==> src/verilog/pgd_regs_pkg.sv <==
// Constants, field layouts and carriers for the PLL status and driver register bank
// Behaviour
// - Status bit 4 shows selected reference input
// - Status bit 3 shows feedback clock presence
// - Status bit 2 shows reference B presence
// - Status bit 1 shows reference A presence
// - Status bit 0 shows digital lock flag
// - Driver 0 bit 4 powers down pair 0/1
// - Driver 2 bit 4 powers down pair 2/3
// - Bits 2:1 select swing, default 780 mV
// - Bit 0 powers down that single driver
// - Monitor clock off hides reference A presence
package pgd_regs_pkg;

	// Register indices; byte address is four times the index
	localparam logic [11:0] IDX_STATUS  = 12'h01F;
	localparam logic [11:0] IDX_DRV0    = 12'h0F0;
	localparam logic [11:0] IDX_DRV1    = 12'h0F1;
	localparam logic [11:0] IDX_DRV2    = 12'h0F2;
	localparam logic [11:0] IDX_DRV3    = 12'h0F3;
	localparam logic [11:0] IDX_MONCTL  = 12'h020;

	// Field positions in the status byte
	localparam int STAT_LOCK_BIT = 0;
	localparam int STAT_REF_INPUT_A_BIT = 1;
	localparam int STAT_REF_INPUT_B_BIT = 2;
	localparam int STAT_FB_BIT   = 3;
	localparam int STAT_SEL_BIT  = 4;

	// Field positions in a driver byte
	localparam int DRV_PD_BIT    = 0;
	localparam int DRV_SWING_LO  = 1;
	localparam int DRV_PAIR_BIT  = 4;

	// Swing codes: 400, 600, 780, 960 mV
	localparam logic [1:0] SWING_400 = 2'h0;
	localparam logic [1:0] SWING_600 = 2'h1;
	localparam logic [1:0] SWING_780 = 2'h2;
	localparam logic [1:0] SWING_960 = 2'h3;

	// Reset values
	localparam logic        MON_OFF_RST = 1'b0;
	localparam logic [31:0] RDATA_RST   = 32'h0000_0000;

	// One output driver's control
	typedef struct packed {
		logic       pairPd;
		logic [1:0] swing;
		logic       drvPd;
	} pgd_drv_t;

	// Live PLL status inputs
	typedef struct packed {
		logic refSelB;
		logic fbPresent;
		logic refBPresent;
		logic refAPresent;
		logic lockFlag;
	} pgd_stat_t;

	localparam pgd_drv_t DRV_RST = '{pairPd: 1'b0, swing: SWING_780, drvPd: 1'b0};

	// Byte address of a register index
	function automatic logic [11:0] addrOf(input logic [11:0] idx);
		addrOf = {idx[9:0], 2'b00};
	endfunction

endpackage

==> src/verilog/pgd_regs.sv <==
// APB register bank: live PLL status readback and four output driver controls
//
// Design decision made here: the APB interface to the registers.
`timescale 1ns/100ps
module pgd_regs
	import pgd_regs_pkg::*;
(
	input  wire logic            core_clk,
	input  wire logic            reset_n,
	input  wire logic            psel,
	input  wire logic            penable,
	input  wire logic            pwrite,
	input  wire logic [11:0]     paddr,
	input  wire logic [31:0]     pwdata,
	input  wire logic [3:0]      pstrb,
	output logic      [31:0]     prdata,
	output logic                 pready,
	output logic                 pslverr,
	input  wire pgd_stat_t       pllStatus,
	output pgd_drv_t  [3:0]      drvCfg,
	output logic                 refAMonClkOff,
	output logic                 autoSwitchEn
);

	pgd_stat_t       statMeta_q;    // First sync stage, read by second only
	pgd_stat_t       stat_q;        // Synchronised status
	logic            pready_q;      // Access phase answer
	logic [31:0]     prdata_q;      // Captured read data
	logic            pslverr_q;     // Unmapped address answer
	pgd_drv_t [3:0]  drv_q;         // Driver controls
	logic            monOff_q;      // Reference A monitor clock off
	logic            autoSw_q;      // Automatic switchover allowed
	logic            access;        // Access phase, not yet answered
	logic            wrDone;        // Write commits this edge
	logic [7:0]      statByte;      // Live status byte
	logic            refAShown;     // Reference A presence as reported
	logic [2:0]      drvHit;        // Raw driver decode, 4 for none
	logic            statHit;       // Address names the status byte
	logic            monHit;        // Address names the monitor control
	logic            drvAny;        // Address names one of the drivers
	logic [1:0]      drvSel;        // Which driver, valid with drvAny
	logic            strobeLo;      // Low byte lane enabled
	logic            drvWr;         // Driver write commits this edge
	logic            monWr;         // Monitor control write commits this edge
	logic [31:0]     rdNext;        // Read data for the current address
	logic            errNext;       // Error answer for the current address

	// Answer takes one wait cycle so every bus output comes from a flop
	assign access = psel && penable && !pready_q;
	assign wrDone = psel && penable && pready_q && pwrite;

	// Address match helper
	function automatic logic hit(input logic [11:0] a, input logic [11:0] idx);
		hit = (a == addrOf(idx));
	endfunction

	// Index of a driver register, or 4 for none
	function automatic logic [2:0] drvIdx(input logic [11:0] a);
		if (hit(a, IDX_DRV0)) begin
			drvIdx = 3'h0;
		end else if (hit(a, IDX_DRV1)) begin
			drvIdx = 3'h1;
		end else if (hit(a, IDX_DRV2)) begin
			drvIdx = 3'h2;
		end else if (hit(a, IDX_DRV3)) begin
			drvIdx = 3'h3;
		end else begin
			drvIdx = 3'h4;
		end
	endfunction

	// Raw driver decode; 4 means none of the four drivers
	assign drvHit = drvIdx(paddr);

	// Address decode, done once so the read mux and the write paths agree.
	// The driver select is two bits; drvAny guards every use of it, so an
	// unmapped address never indexes past the last driver.
	always_comb begin
		statHit = 1'b0;
		monHit  = 1'b0;
		drvAny  = 1'b0;
		drvSel  = 2'h0;
		if (hit(paddr, IDX_STATUS)) begin
			// Read-only status byte
			statHit = 1'b1;
		end else if (hit(paddr, IDX_MONCTL)) begin
			// Reference A monitor clock gate
			monHit = 1'b1;
		end else if (drvHit != 3'h4) begin
			// One of the four output drivers
			drvAny = 1'b1;
			drvSel = drvHit[1:0];
		end
	end

	// Only the low lane carries a register byte
	assign strobeLo = pstrb[0];
	// Writes land at the edge where the answer is sampled
	assign drvWr    = wrDone && strobeLo && drvAny;
	assign monWr    = wrDone && strobeLo && monHit;

	// Status pins come from the PLL domain, so two flops first.
	// Each bit is a slow level, so a bit that lands one cycle apart from
	// its neighbours only skews one read, never corrupts a stored value.
	always_ff @(posedge core_clk) begin
		if (!reset_n) begin
			statMeta_q <= '0;
			stat_q     <= '0;
		end else begin
			statMeta_q <= pllStatus;
			stat_q     <= statMeta_q;
		end
	end

	// No monitor clock means no valid presence for reference A
	assign refAShown = stat_q.refAPresent && !monOff_q;

	// Live status byte; upper bits carry nothing
	always_comb begin
		statByte               = 8'h00;
		statByte[STAT_SEL_BIT] = stat_q.refSelB;
		statByte[STAT_FB_BIT]  = stat_q.fbPresent;
		statByte[STAT_REF_INPUT_B_BIT] = stat_q.refBPresent;
		statByte[STAT_REF_INPUT_A_BIT] = refAShown;
		statByte[STAT_LOCK_BIT] = stat_q.lockFlag;
	end

	// Read data for whatever the address names. Bits outside the byte, and
	// the ignored driver bits 7:5 and 3, always read zero so software may
	// compare whole words. Odd drivers read bit 4 as zero, it is never
	// stored there.
	always_comb begin
		rdNext  = RDATA_RST;
		errNext = 1'b0;
		if (statHit) begin
			// Live byte, sampled at the decode edge, never a stale copy
			rdNext[7:0] = statByte;
		end else if (monHit) begin
			// Monitor clock gate readback
			rdNext[0] = monOff_q;
		end else if (drvAny) begin
			// Driver fields at their byte positions
			rdNext[DRV_PAIR_BIT]      = drv_q[drvSel].pairPd;
			rdNext[DRV_SWING_LO +: 2] = drv_q[drvSel].swing;
			rdNext[DRV_PD_BIT]        = drv_q[drvSel].drvPd;
		end else begin
			// Unmapped: error answer, data zero
			errNext = 1'b1;
		end
	end

	// Bus answer: one wait cycle, then pready, prdata and pslverr stand
	// for one cycle. Costs a cycle per transfer but keeps every bus output
	// on a flop, which the pads and timing want.
	// Bus answer and read data capture
	always_ff @(posedge core_clk) begin
		if (!reset_n) begin
			pready_q  <= 1'b0;
			prdata_q  <= RDATA_RST;
			pslverr_q <= 1'b0;
		end else begin
			pready_q  <= access;
			pslverr_q <= 1'b0;
			prdata_q  <= RDATA_RST;
			if (access) begin
				// Capture at the first access cycle, shown in the next
				prdata_q  <= rdNext;
				pslverr_q <= errNext;
			end
		end
	end

	// Driver control writes; only the low byte lane matters
	always_ff @(posedge core_clk) begin
		if (!reset_n) begin
			drv_q <= {4{DRV_RST}};
		end else if (drvWr) begin
			drv_q[drvSel].swing <= pwdata[DRV_SWING_LO +: 2];
			drv_q[drvSel].drvPd <= pwdata[DRV_PD_BIT];
			// Pair control lives only in even drivers; odd bit 4 is reserved
			if (drvSel == 2'h0) begin
				drv_q[0].pairPd <= pwdata[DRV_PAIR_BIT];
			end else if (drvSel == 2'h2) begin
				drv_q[2].pairPd <= pwdata[DRV_PAIR_BIT];
			end
		end
	end

	// Monitor clock control; a status write lands nowhere
	always_ff @(posedge core_clk) begin
		if (!reset_n) begin
			monOff_q <= MON_OFF_RST;
			autoSw_q <= !MON_OFF_RST;
		end else begin
			// Gate bit stored only from a strobed write to its own index
			if (monWr) begin
				monOff_q <= pwdata[0];
			end
			// Switchover needs the monitor, so it follows the clock gate
			autoSw_q <= !monOff_q;
		end
	end

	// Every output is a flop; no logic sits between register and pin,
	// so downstream timing sees a clean clock-to-out.
	assign prdata        = prdata_q;
	assign pready        = pready_q;
	assign pslverr       = pslverr_q;
	assign drvCfg        = drv_q;
	assign refAMonClkOff = monOff_q;
	assign autoSwitchEn  = autoSw_q;
endmodule

==> config.mk <==
export PLATFORM = sky130hd
export DESIGN_NAME = pgd_regs
export DESIGN_NICKNAME = d
export VERILOG_FILES = /design/src/verilog/pgd_regs_pkg.sv /design/src/verilog/pgd_regs.sv
export SDC_FILE = /design/constraint.sdc
export NUM_CORES = 1
export LEC_CHECK = 0
export BUFFER_PORTS_ARGS = -buffer_cell sky130_fd_sc_hd__clkbuf_2
export CORE_ASPECT_RATIO = 2
export CORE_MARGIN = 3
export CORE_UTILIZATION = 41
export CTS_CLUSTER_SIZE = 24
export DETAILED_ROUTE_END_ITERATION = 7
export PLACE_DENSITY = 0.79
export SLEW_MARGIN = 20
export SYNTH_ARGS = -nofsm -noshare
export SYNTH_HDL_FRONTEND = slang
export SYNTH_SLANG_ARGS = --single-unit
==> constraint.sdc <==
create_clock -name core_clk -period 2.11 [get_ports core_clk]
set_clock_uncertainty 0.1 [all_clocks]
set_input_delay 0.211 -clock core_clk [delete_from_list [all_inputs] [get_ports core_clk]]
set_output_delay 0.211 -clock core_clk [all_outputs]
set_load 0.02 [all_outputs]
==> metrics.txt, run 1 <==
status=completed; worst hold stages=2; Max Cap Viol=0; CTS sink count=33; P per Cell Area=724 mW/mm^2; RSZ-0062 raised after global routing=false; cells taking the most area after synthesis=dfxtp_1, buf_4, mux2i_1, mux4_2, and2_1; routed len/inst=13.0 um; largest family of logic cells by synthesized area=simple AND/OR/NAND/NOR gates; number of distinct library cells after synthesis=36; CTS Buffer Depth=2; initial core utilization=0.435; DRT Wirelength=3.36 mm; crit start category=flip-flop; VDD IR max=0.399 mV; Die Width=50.5 um; post-synthesis area per instance=10.1 um^2; critical path's slowest cell=or4b_4; CTS tree=built; global-route met1 utilization=0.137; Initial DRT Pass Iterations=4; pin count of the biggest net entering global routing=29; Layout fillers=374; share of cells above drive strength 1=0.340; Final nets=266; adder-cell share of the synthesized area=0; htree depth=2; # resized after CTS=0; commonest cells after routing, fill and taps aside=clkbuf_2, dfxtp_1, conb_1; # hold bufs at CTS=0; Fmax=606 MHz; GR Util met3=0.0269; clock latency on the worst-skew pair=280 ps; global route overflow=0; first-pass GRT wire length=5.23 mm; drt initial violations=13; Worst EP required=2170 ps; synthesized area=0.00162 mm^2; CP max FO=5; setup_tns=0 ps; multiplexer share of the synthesized area=0.141; critical hold path startpoint=pllStatus[2]; start point of the critical path=pready$_SDFF_PN0_; Reg2Reg Capture Point=drvCfg[2]$_SDFFE_PN1P_; GP Congestion=0.828; Crit path buffers/inverters=0; Rel. slew slack=0.632; worst r2r src=pready$_SDFF_PN0_; Final Hold Violating Endpoints=0; Synth Area in Simple Gates=0.251; CTS Root Cell=clkbuf_8; Setup crit end kind=flip-flop; GRT Util Overall=0.146; antenna violations before repair=0; DP HPWL=2.61 mm; Num CTS Buffers=5; DRC violations left=0; total die area=0.00479 mm^2; xor/xnor share of the synthesized area=0; post-layout min period=1650 ps; Cells after Synth=160; crit path kind=flip-flop to flip-flop; r2r worst-path depth=4; cell taking the most area after synthesis=dfxtp_1; vias in the first global route=1147; synth-to-layout area growth=16.4%; CORE AREA=0.00372 mm^2; chip height=94.9 um; Buffers on Ports=49; P_leak=0.900 nW; grt met2 use=0.284; Tot Pwr=1.37 mW; vias post-DR=1215; HP Class=primary input to flip-flop; reg2reg setup slack=460 ps; # IOs=110; Synth Area in Compound Gates=0.0270; Syn. warnings=0; sequential share of the synthesized area=0.408; crit-path cells=and3_1, nand3_1, or4b_4, mux2i_1; final setup violation count=0; post-synth top area share=0.408; clk slew on worst S/H paths=60 ps; crit path DAT=1710 ps; synthesized flop and latch total=33; period utilization=0.782; fin util=0.506; Slew Viols, Final=0; family with the most delay on the worst path=simple AND/OR/NAND/NOR gates; Vias/cell=4.71; Worst Hold Path EP=statMeta_q[2]$_SDFF_PN0_; n_diodes=0; busiest layer in global routing=met2; leading cell type in the layout, fill and taps excluded=clkbuf_2; CP peak stage delay=590 ps; Post-DRT Antenna Nets=0; num rows=31; setup repair bufs after CTS=0; Slew @ Worst Pin=547 ps
==> synthesized netlist by cell type, drive strengths merged <==
cell	count
clkbuf	5
nand2	17
mux4	3
nand3	2
nor3	2
nand3b	1
a2111oi	1
inv	2
a21oi	2
nor2	3
nor2b	6
nand2b	2
nand4b	2
conb	1
or2	1
and2	11
nor4	4
or4b	1
and3	2
nand4	1
buf	32
or4	4
a32oi	2
dfxtp	33
and4	2
a211oi	1
mux2i	16
nor3b	1
==> power by group <==
| group | internal, mW | switching (mW) |
|---|---|---|
| clock | 0.385 | 0.220 |
| combinational | 0.0353 | 0.0899 |
| sequential | 0.633 | 0.00246 |
==> worst reg2reg max path: stages (launching register included) <==
cell,delay [ps]
dfxtp_1,340
and3_1,170
nand3_1,190
or4b_4,590
mux2i_1,140
==> final cells by class <==
class	instances	area [um^2]	area share
Sequential cell	33	661	0.350
Timing Repair Buffer	50	253	0.134
Multi-Input combinational cell	116	787	0.417
Tap cell	49	61.3	0.0325
Clock buffer	7	86.3	0.0458
Inverter	2	7.51	0.00398
Clock inverter	1	30.0	0.0159
==> flip-flops by register name, indices dropped and copies added, names as in the netlist <==
| signal | cells |
|---|---|
| statMeta_q | 5 |
| refAMonClkOff | 1 |
| stat_q | 1 |
| drvCfg | 14 |
| autoSwitchEn | 1 |
| statByte | 4 |
| pready | 1 |
| prdata | 5 |
| pslverr | 1 |
==> how the worst max path moves through the flow <==
stage,to,slack (ps),depth (start not counted)
6_report,drvCfg[2]$_SDFFE_PN1P_,460,4
5_1_grt,drvCfg[12]$_SDFFE_PN0P_,310,4
4_1_cts,drvCfg[2]$_SDFFE_PN1P_,450,4
3_5_place_dp,prdata[0]$_SDFF_PN0_,300,5
3_3_place_gp,prdata[1]$_SDFF_PN0_,310,5
2_1_floorplan,drvCfg[2]$_SDFFE_PN1P_,390,5
==> stage by stage <==
step	cells	area, um^2	setup slack (ps)	hold WS [ps]
final	258	1890	460	32.9
after global routing	258	1890	314	33.8
after CTS	258	1890	446	25.3
after detailed placement	250	1770	305	319
after global placement	250	1770	309	315
after floorplan	188	1730	393	238
==> logic make-up (layout without fill, tap and decap cells) <==
group,Yosys count,after routing
DFF,33,33
other,1,29
AOI/OAI and AO/OA,6,6
and+or+nand+nor,62,62
muxes,19,19
buffers and inverters,39,60
==> routing by layer <==
| layer | routed length (um) | part of all wire |
|---|---|---|
| met5 | 0 | 0 |
| met4 | 94 | 0.028 |
| met3 | 219 | 0.065 |
| met2 | 1880 | 0.56 |
| met1 | 1160 | 0.35 |
Power figures use the tool's default switching activity.
==> inputs of run 2 (changes only) <==
--- a/config.mk
+++ b/config.mk
@@ -5,13 +5,14 @@
 export SDC_FILE = /design/constraint.sdc
 export NUM_CORES = 1
 export LEC_CHECK = 0
+export ABC_AREA = 1
 export BUFFER_PORTS_ARGS = -buffer_cell sky130_fd_sc_hd__clkbuf_2
 export CORE_ASPECT_RATIO = 2
 export CORE_MARGIN = 3
-export CORE_UTILIZATION = 41
+export CORE_UTILIZATION = 37
 export CTS_CLUSTER_SIZE = 24
 export DETAILED_ROUTE_END_ITERATION = 7
-export PLACE_DENSITY = 0.79
+export PLACE_DENSITY = 0.75
 export SLEW_MARGIN = 20
 export SYNTH_ARGS = -nofsm -noshare
 export SYNTH_HDL_FRONTEND = slang
==> constraint.sdc (replaced) <==
create_clock -name core_clk -period 1.45 [get_ports core_clk]
set_clock_uncertainty 0.1 [all_clocks]
set_input_delay 0.145 -clock core_clk [delete_from_list [all_inputs] [get_ports core_clk]]
set_output_delay 0.145 -clock core_clk [all_outputs]
set_load 0.02 [all_outputs]
==> run 2 against run 1 <==
Global-route usage decreased by 0.11 points. Via count increased by 19%. Setup slack got worse by 330 ps. Die area increased by 11%. Clock power increased by 9.6%. Synthesized cell count increased by 38%. Sequential cell count unchanged. Area after synthesis increased by 1.6%. Design area increased by 5.6%. Combinational power increased by 59%. Sequential share of layout area decreased by 1.8 points. Largest power group unchanged. Highest routed layer unchanged.
==> metrics.txt, run 2 <==
status=completed; Post-synth top cells=nand2_1, dfxtp_1, inv_1; reg2reg setup slack=130 ps (-330 ps); antenna violations before repair=0 (unchanged); DRC violations left=0 (unchanged); drt initial violations=25 (+12); number of distinct library cells after synthesis=27 (-25%); Fmax=757 MHz (+25%); initial core utilization=0.391 (-0.0442); post-synth top area share=0.401 (-0.00651); DRT Wirelength=3.52 mm (+4.7%); P_leak=1.13 nW (+25%); Worst EP required=1510 ps (-660 ps); sequential share of power=0.518 (+0.052); chip height=100 um (+5.7%); setup_tns=0 ps (unchanged); total die area=0.00534 mm^2 (+11%); synth-to-layout area growth=21.0%; first-pass GRT wire length=5.66 mm (+8.3%); Num CTS Buffers=5 (unchanged); Max Cap Viol=0 (unchanged); Vias/cell=4.33 (-8.0%); CP max FO=6 (+1); final setup violation count=0 (unchanged); Gate power share=0.112 (+0.020); crit-path cells=nand4_1, inv_2, nand2_4, nor2_4, inv_2, nand2_1, o211ai_2; synthesized flop and latch total=33 (unchanged); Placed Cells=320 (+28%); VDD IR max=0.850 mV (+110%); Pint=1.31 mW (+24%); # IOs=110 (unchanged); number of enable flip-flop cells after synthesis=0 (unchanged); leading cell type in the layout, fill and taps excluded=clkbuf_2; max reg flops=14 (unchanged); asr flop ratio synth=0 (unchanged); fin cells=333 (+29%); pre-CTS setup slack=4.34 ps (-300 ps); commonest cells after routing, fill and taps aside=clkbuf_2, nand2_1, dfxtp_1; final setup margin=130 ps (-330 ps); post-synthesis area per instance=7.48 um^2 (-26%); ys flop type=dfxtp_1; pin count of the biggest net entering global routing=27 (-6.9%); CTS tree=built; Post-DRT Antenna Nets=0 (unchanged); post-layout min period=1320 ps (-330 ps); Setup crit end kind=flip-flop; Die Width=53.2 um (+5.4%); Syn. warnings=0 (unchanged); crit path DAT=1380 ps (-330 ps); Clock power frac=0.370 (-0.073); Slew Viols, Final=0 (unchanged); global route overflow=0 (unchanged); Switching Fraction=0.268 (+0.0400); cell taking the most area after synthesis=dfxtp_1; Hold WS=5.74 ps (-27.2 ps); CTS sink count=33 (unchanged); critical path's slowest cell=dfxtp_2; Crit path buffers/inverters=2 (+2); DP HPWL=2.82 mm (+8.2%); htree depth=2 (unchanged); clk slew on worst S/H paths=70 ps (about the same); num rows=33 (+6.5%); Final nets=338 (+27%); family with the most delay on the worst path=simple AND/OR/NAND/NOR gates; CORE AREA=0.00421 mm^2 (+13%); routed len/inst=10.6 um (-19%); NetSw=480 uW (+54%); crit start category=flip-flop; Final Hold Violating Endpoints=0 (unchanged); Cells after Synth=220 (+38%); GP Congestion=0.826 (-0.30%); RSZ-0062 raised after global routing=false; sequential share of the synthesized area=0.401 (-0.00651); crit path kind=flip-flop to flip-flop; n_diodes=0 (unchanged); CTS Root Cell=clkbuf_8; CP peak stage delay=350 ps (-240 ps); clock latency on the worst-skew pair=280 ps (about the same); CTS Buffer Depth=2 (unchanged); top-count cell post-synth=nand2_1; GRT Util Overall=0.145 (-0.00113); vias in the first global route=1334 (+16%); Buffers on Ports=49 (unchanged); cells taking the most area after synthesis=dfxtp_1, buf_4, nand2_1, inv_1, nor2_1; P per Cell Area=897 mW/mm^2 (+24%); Initial DRT Pass Iterations=4 (unchanged); share of cells above drive strength 1=0.299 (-0.0408); period utilization=0.910 (+0.128); most frequent CP cell=inv_2; synthesized area=0.00165 mm^2 (+1.6%); HP Class=primary input to flip-flop; vias post-DR=1443 (+19%)
[run 2: worst min-delay path, cell delays in order]
cell and delay (ps):
clkbuf_2 90, nand2_1 50, o211ai_1 70
[run 2: final cells by class]
| cell class | instances | area [um^2] |
|---|---|---|
| fill | 443 | 2220 |
| timing repair buffer | 57 | 318 |
| clock inverter | 3 | 17.5 |
| multi-input combinational | 145 | 718 |
| clock buffer | 5 | 68.8 |
| tap | 52 | 65.1 |
| inverter | 38 | 143 |
| sequential | 33 | 662 |
[run 2: cell families (layout without fill, tap and decap cells)]
logic type	count (synthesis)	in the layout	synth area share
and+or+nand+nor	85	85	0.259
buffers and inverters	70	103	0.226
DFF	33	33	0.401
AOI/OAI and AO/OA	31	31	0.111
other	1	29	0.00228
[run 2: worst paths after layout]
| kind | startpoint | endpoint | cells after the start |
|---|---|---|---|
| setup / recovery | pready$_SDFF_PN0_ | drvCfg[2]$_SDFFE_PN1P_ | 7 |
| hold / removal | pwdata[2] | drvCfg[14]$_SDFFE_PN1P_ | 3 |
| setup reg to reg | pready$_SDFF_PN0_ | drvCfg[2]$_SDFFE_PN1P_ | 7 |
| hold reg to reg | statMeta_q[2]$_SDFF_PN0_ | statByte[2]$_SDFF_PN0_ | 2 |
[run 2: per-stage QoR]
stage	util	cell area, um^2	total power [mW]
finish	0.473	1990	1.79
global route	0.473	1990	1.86
CTS	0.473	1990	1.80
detailed placement	0.440	1850	1.13
global placement	0.440	1850	1.13
floorplan	-	1750	1.13
[run 2: repair_timing]
item | CTS | global route
resized for setup | 0 | 1
setup endpoints to repair | 0 | 2
hold buffers | 5 | 0
endpoints found under the hold margin | 5 | 0
setup buffers | 0 | 0
[run 2: power by group through the flow]
stage | registers [mW] | logic, mW | clock network, mW
floorplan | 0.948 | 0.186 | 0
global placement | 0.946 | 0.185 | 0
detailed placement | 0.946 | 0.188 | 0
CTS | 0.926 | 0.199 | 0.677
global route | 0.926 | 0.221 | 0.714
finish | 0.926 | 0.199 | 0.662
[run 2: routing by layer]
metal,wire [um],track usage
met1,1250,0.136
met2,1950,0.269
met3,230,0.0312
met4,93,0.0846
met5,0,0
==> inputs of run 3 (changes only) <==
--- a/config.mk
+++ b/config.mk
@@ -12,6 +12,7 @@
 export CORE_UTILIZATION = 37
 export CTS_CLUSTER_SIZE = 24
 export DETAILED_ROUTE_END_ITERATION = 7
+export GPL_TIMING_DRIVEN = 0
 export PLACE_DENSITY = 0.75
 export SLEW_MARGIN = 20
 export SYNTH_ARGS = -nofsm -noshare
==> run 3 against run 2 <==
Critical endpoint is now drvCfg[0]$_SDFFE_PN0P_. Sequential power barely moved. Critical path depth did not move. Sequential share of layout area fell by 3.8 points. Highest routed layer unchanged.
==> metrics.txt, run 3 (synthesized netlist as in run 2, its figures left out) <==
initial core utilization=0.391 (unchanged); clock latency on the worst-skew pair=280 ps (about the same); DRT Wirelength=3.72 mm (+5.7%); Initial DRT Pass Iterations=6 (+2); routed len/inst=10.2 um (-3.1%); Buffers on Ports=48 (-2.0%); DP HPWL=3.01 mm (+6.6%); multi-input logic area=718 um^2 (unchanged); setup_tns=0 ps (unchanged); commonest cells after routing, fill and taps aside=clkbuf_2, nand2_1, dfxtp_1; chip height=100 um (unchanged); placed cell area=0.00206 mm^2 (+11%); CTS Root Cell=clkbuf_8; VDD IR max=0.733 mV (-14%); max reg flops=14 (unchanged); num rows=33 (unchanged); synth-to-layout area growth=36.8%; share of cells above drive strength 1=0.357 (+0.0580); Layout fillers=420 (-5.2%); # IOs=110 (unchanged); Reg area=662 um^2 (unchanged); Num CTS Buffers=5 (unchanged); Finished Cell Area=0.00225 mm^2 (+13%); DRC violations left=0 (unchanged); vias in the first global route=1473 (+10%); Final nets=368 (+8.9%); first-pass GRT wire length=5.89 mm (+4.0%); Fmax=752 MHz (-0.68%); reg2reg setup slack=120 ps (about the same); drt initial violations=29 (+16%); Vias/cell=4.15 (-4.3%); global route overflow=0 (unchanged); crit path kind=flip-flop to flip-flop; Slew Viols, Final=0 (unchanged); Post-DRT Antenna Nets=0 (unchanged); crit path DAT=1440 ps (+60 ps); Max Cap Viol=0 (unchanged); CP max FO=4 (-2); vias post-DR=1506 (+4.4%); HP Class=primary input to flip-flop; final setup violation count=0 (unchanged); status=completed; GP Congestion=0.805 (-2.5%); CORE AREA=0.00421 mm^2 (unchanged); Die Width=53.2 um (unchanged); CTS tree=built; Tot Pwr=2.06 mW (+15%); post-layout min period=1330 ps (+9.07 ps); Hold WS=13.3 ps (+7.61 ps); GRT Util Overall=0.150 (+0.00527); antenna violations before repair=0 (unchanged); leading cell type in the layout, fill and taps excluded=clkbuf_2; n_diodes=0 (unchanged); period utilization=0.917 (+0.00626); CTS sink count=33 (unchanged); Setup crit end kind=flip-flop; RSZ-0062 raised after global routing=false; pin count of the biggest net entering global routing=11 (-59%); crit start category=flip-flop; P per Cell Area=914 mW/mm^2 (+1.8%); P_leak=1.30 nW (+15%); CTS Buffer Depth=2 (unchanged); total die area=0.00534 mm^2 (unchanged); fin util=0.535 (+0.0618); Worst EP required=1560 ps (+50 ps); Final Hold Violating Endpoints=0 (unchanged); htree depth=2 (unchanged); clk slew on worst S/H paths=70 ps (about the same)
-- run 3: cell types whose count changed in the layout (fill, tap and decap cells not counted) --
cell	delta
bufinv_16	+1
clkbuf_1	+3
buf_12	+1
buf_4	+27
clkbuf_8	+1
clkinv_2	-2
clkbuf_2	-1
clkinvlp_4	-1
buf_2	+1
-- run 3: final cells by class --
type	count	share of cell area
multi-input cells	145	0.319
flip-flops and latches	33	0.294
repair buffers	55	0.141
plain buffers	32	0.102
inverters	38	0.0633
clock buffers	7	0.0383
well taps	52	0.0289
clock inverters	1	0.0133
-- run 3: report_power, final --
part / total (mW) / switching, mW / leakage (nW) / internal (mW)
clock network: 0.871 / 0.312 / 0.0585 / 0.560
logic: 0.260 / 0.153 / 0.973 / 0.107
registers: 0.926 / 0.00445 / 0.269 / 0.922
-- run 3: per-stage QoR --
step / cells / setup slack [ps]
2_1_floorplan: 248 / 5.00
3_3_place_gp: 348 / -17.7
3_5_place_dp: 348 / -38.5
4_1_cts: 361 / 11.4
5_1_grt: 363 / 23.7
6_report: 363 / 121
-- run 3: worst paths after layout --
check | cells past startpoint | startpoint | endpoint
worst max-delay path | 7 | pready$_SDFF_PN0_ | drvCfg[0]$_SDFFE_PN0P_
worst min-delay path | 3 | pwdata[2] | drvCfg[14]$_SDFFE_PN1P_
worst max register to register | 7 | pready$_SDFF_PN0_ | drvCfg[0]$_SDFFE_PN0P_
worst min register to register | 2 | statMeta_q[0]$_SDFF_PN0_ | statByte[0]$_SDFF_PN0_
-- run 3: critical path, cell delays in order (launching register included) --
cell and delay (ps):
dfxtp_2 350, nand4_1 150, inv_2 140, nand2_4 80, nor2_4 180, buf_12 130, o21ai_1 50, a21oi_1 110
-- run 3: timing repair --
action | CTS | global route
hold buffers | 5 | 0
resized for setup | 0 | 1
setup buffers | 0 | 2
hold endpoints to repair | 5 | 0
setup endpoints to repair | 1 | 4
pin swaps | 1 | 2
-- run 3: routing by layer --
metal / share of wire / global-route usage / vias to the layer above
met5: 0 / 0 / -
met1: 0.35 / 0.136 / 634
met2: 0.55 / 0.283 / 62
met3: 0.062 / 0.0267 / 11
li1: - / - / 799
met4: 0.036 / 0.0984 / 0
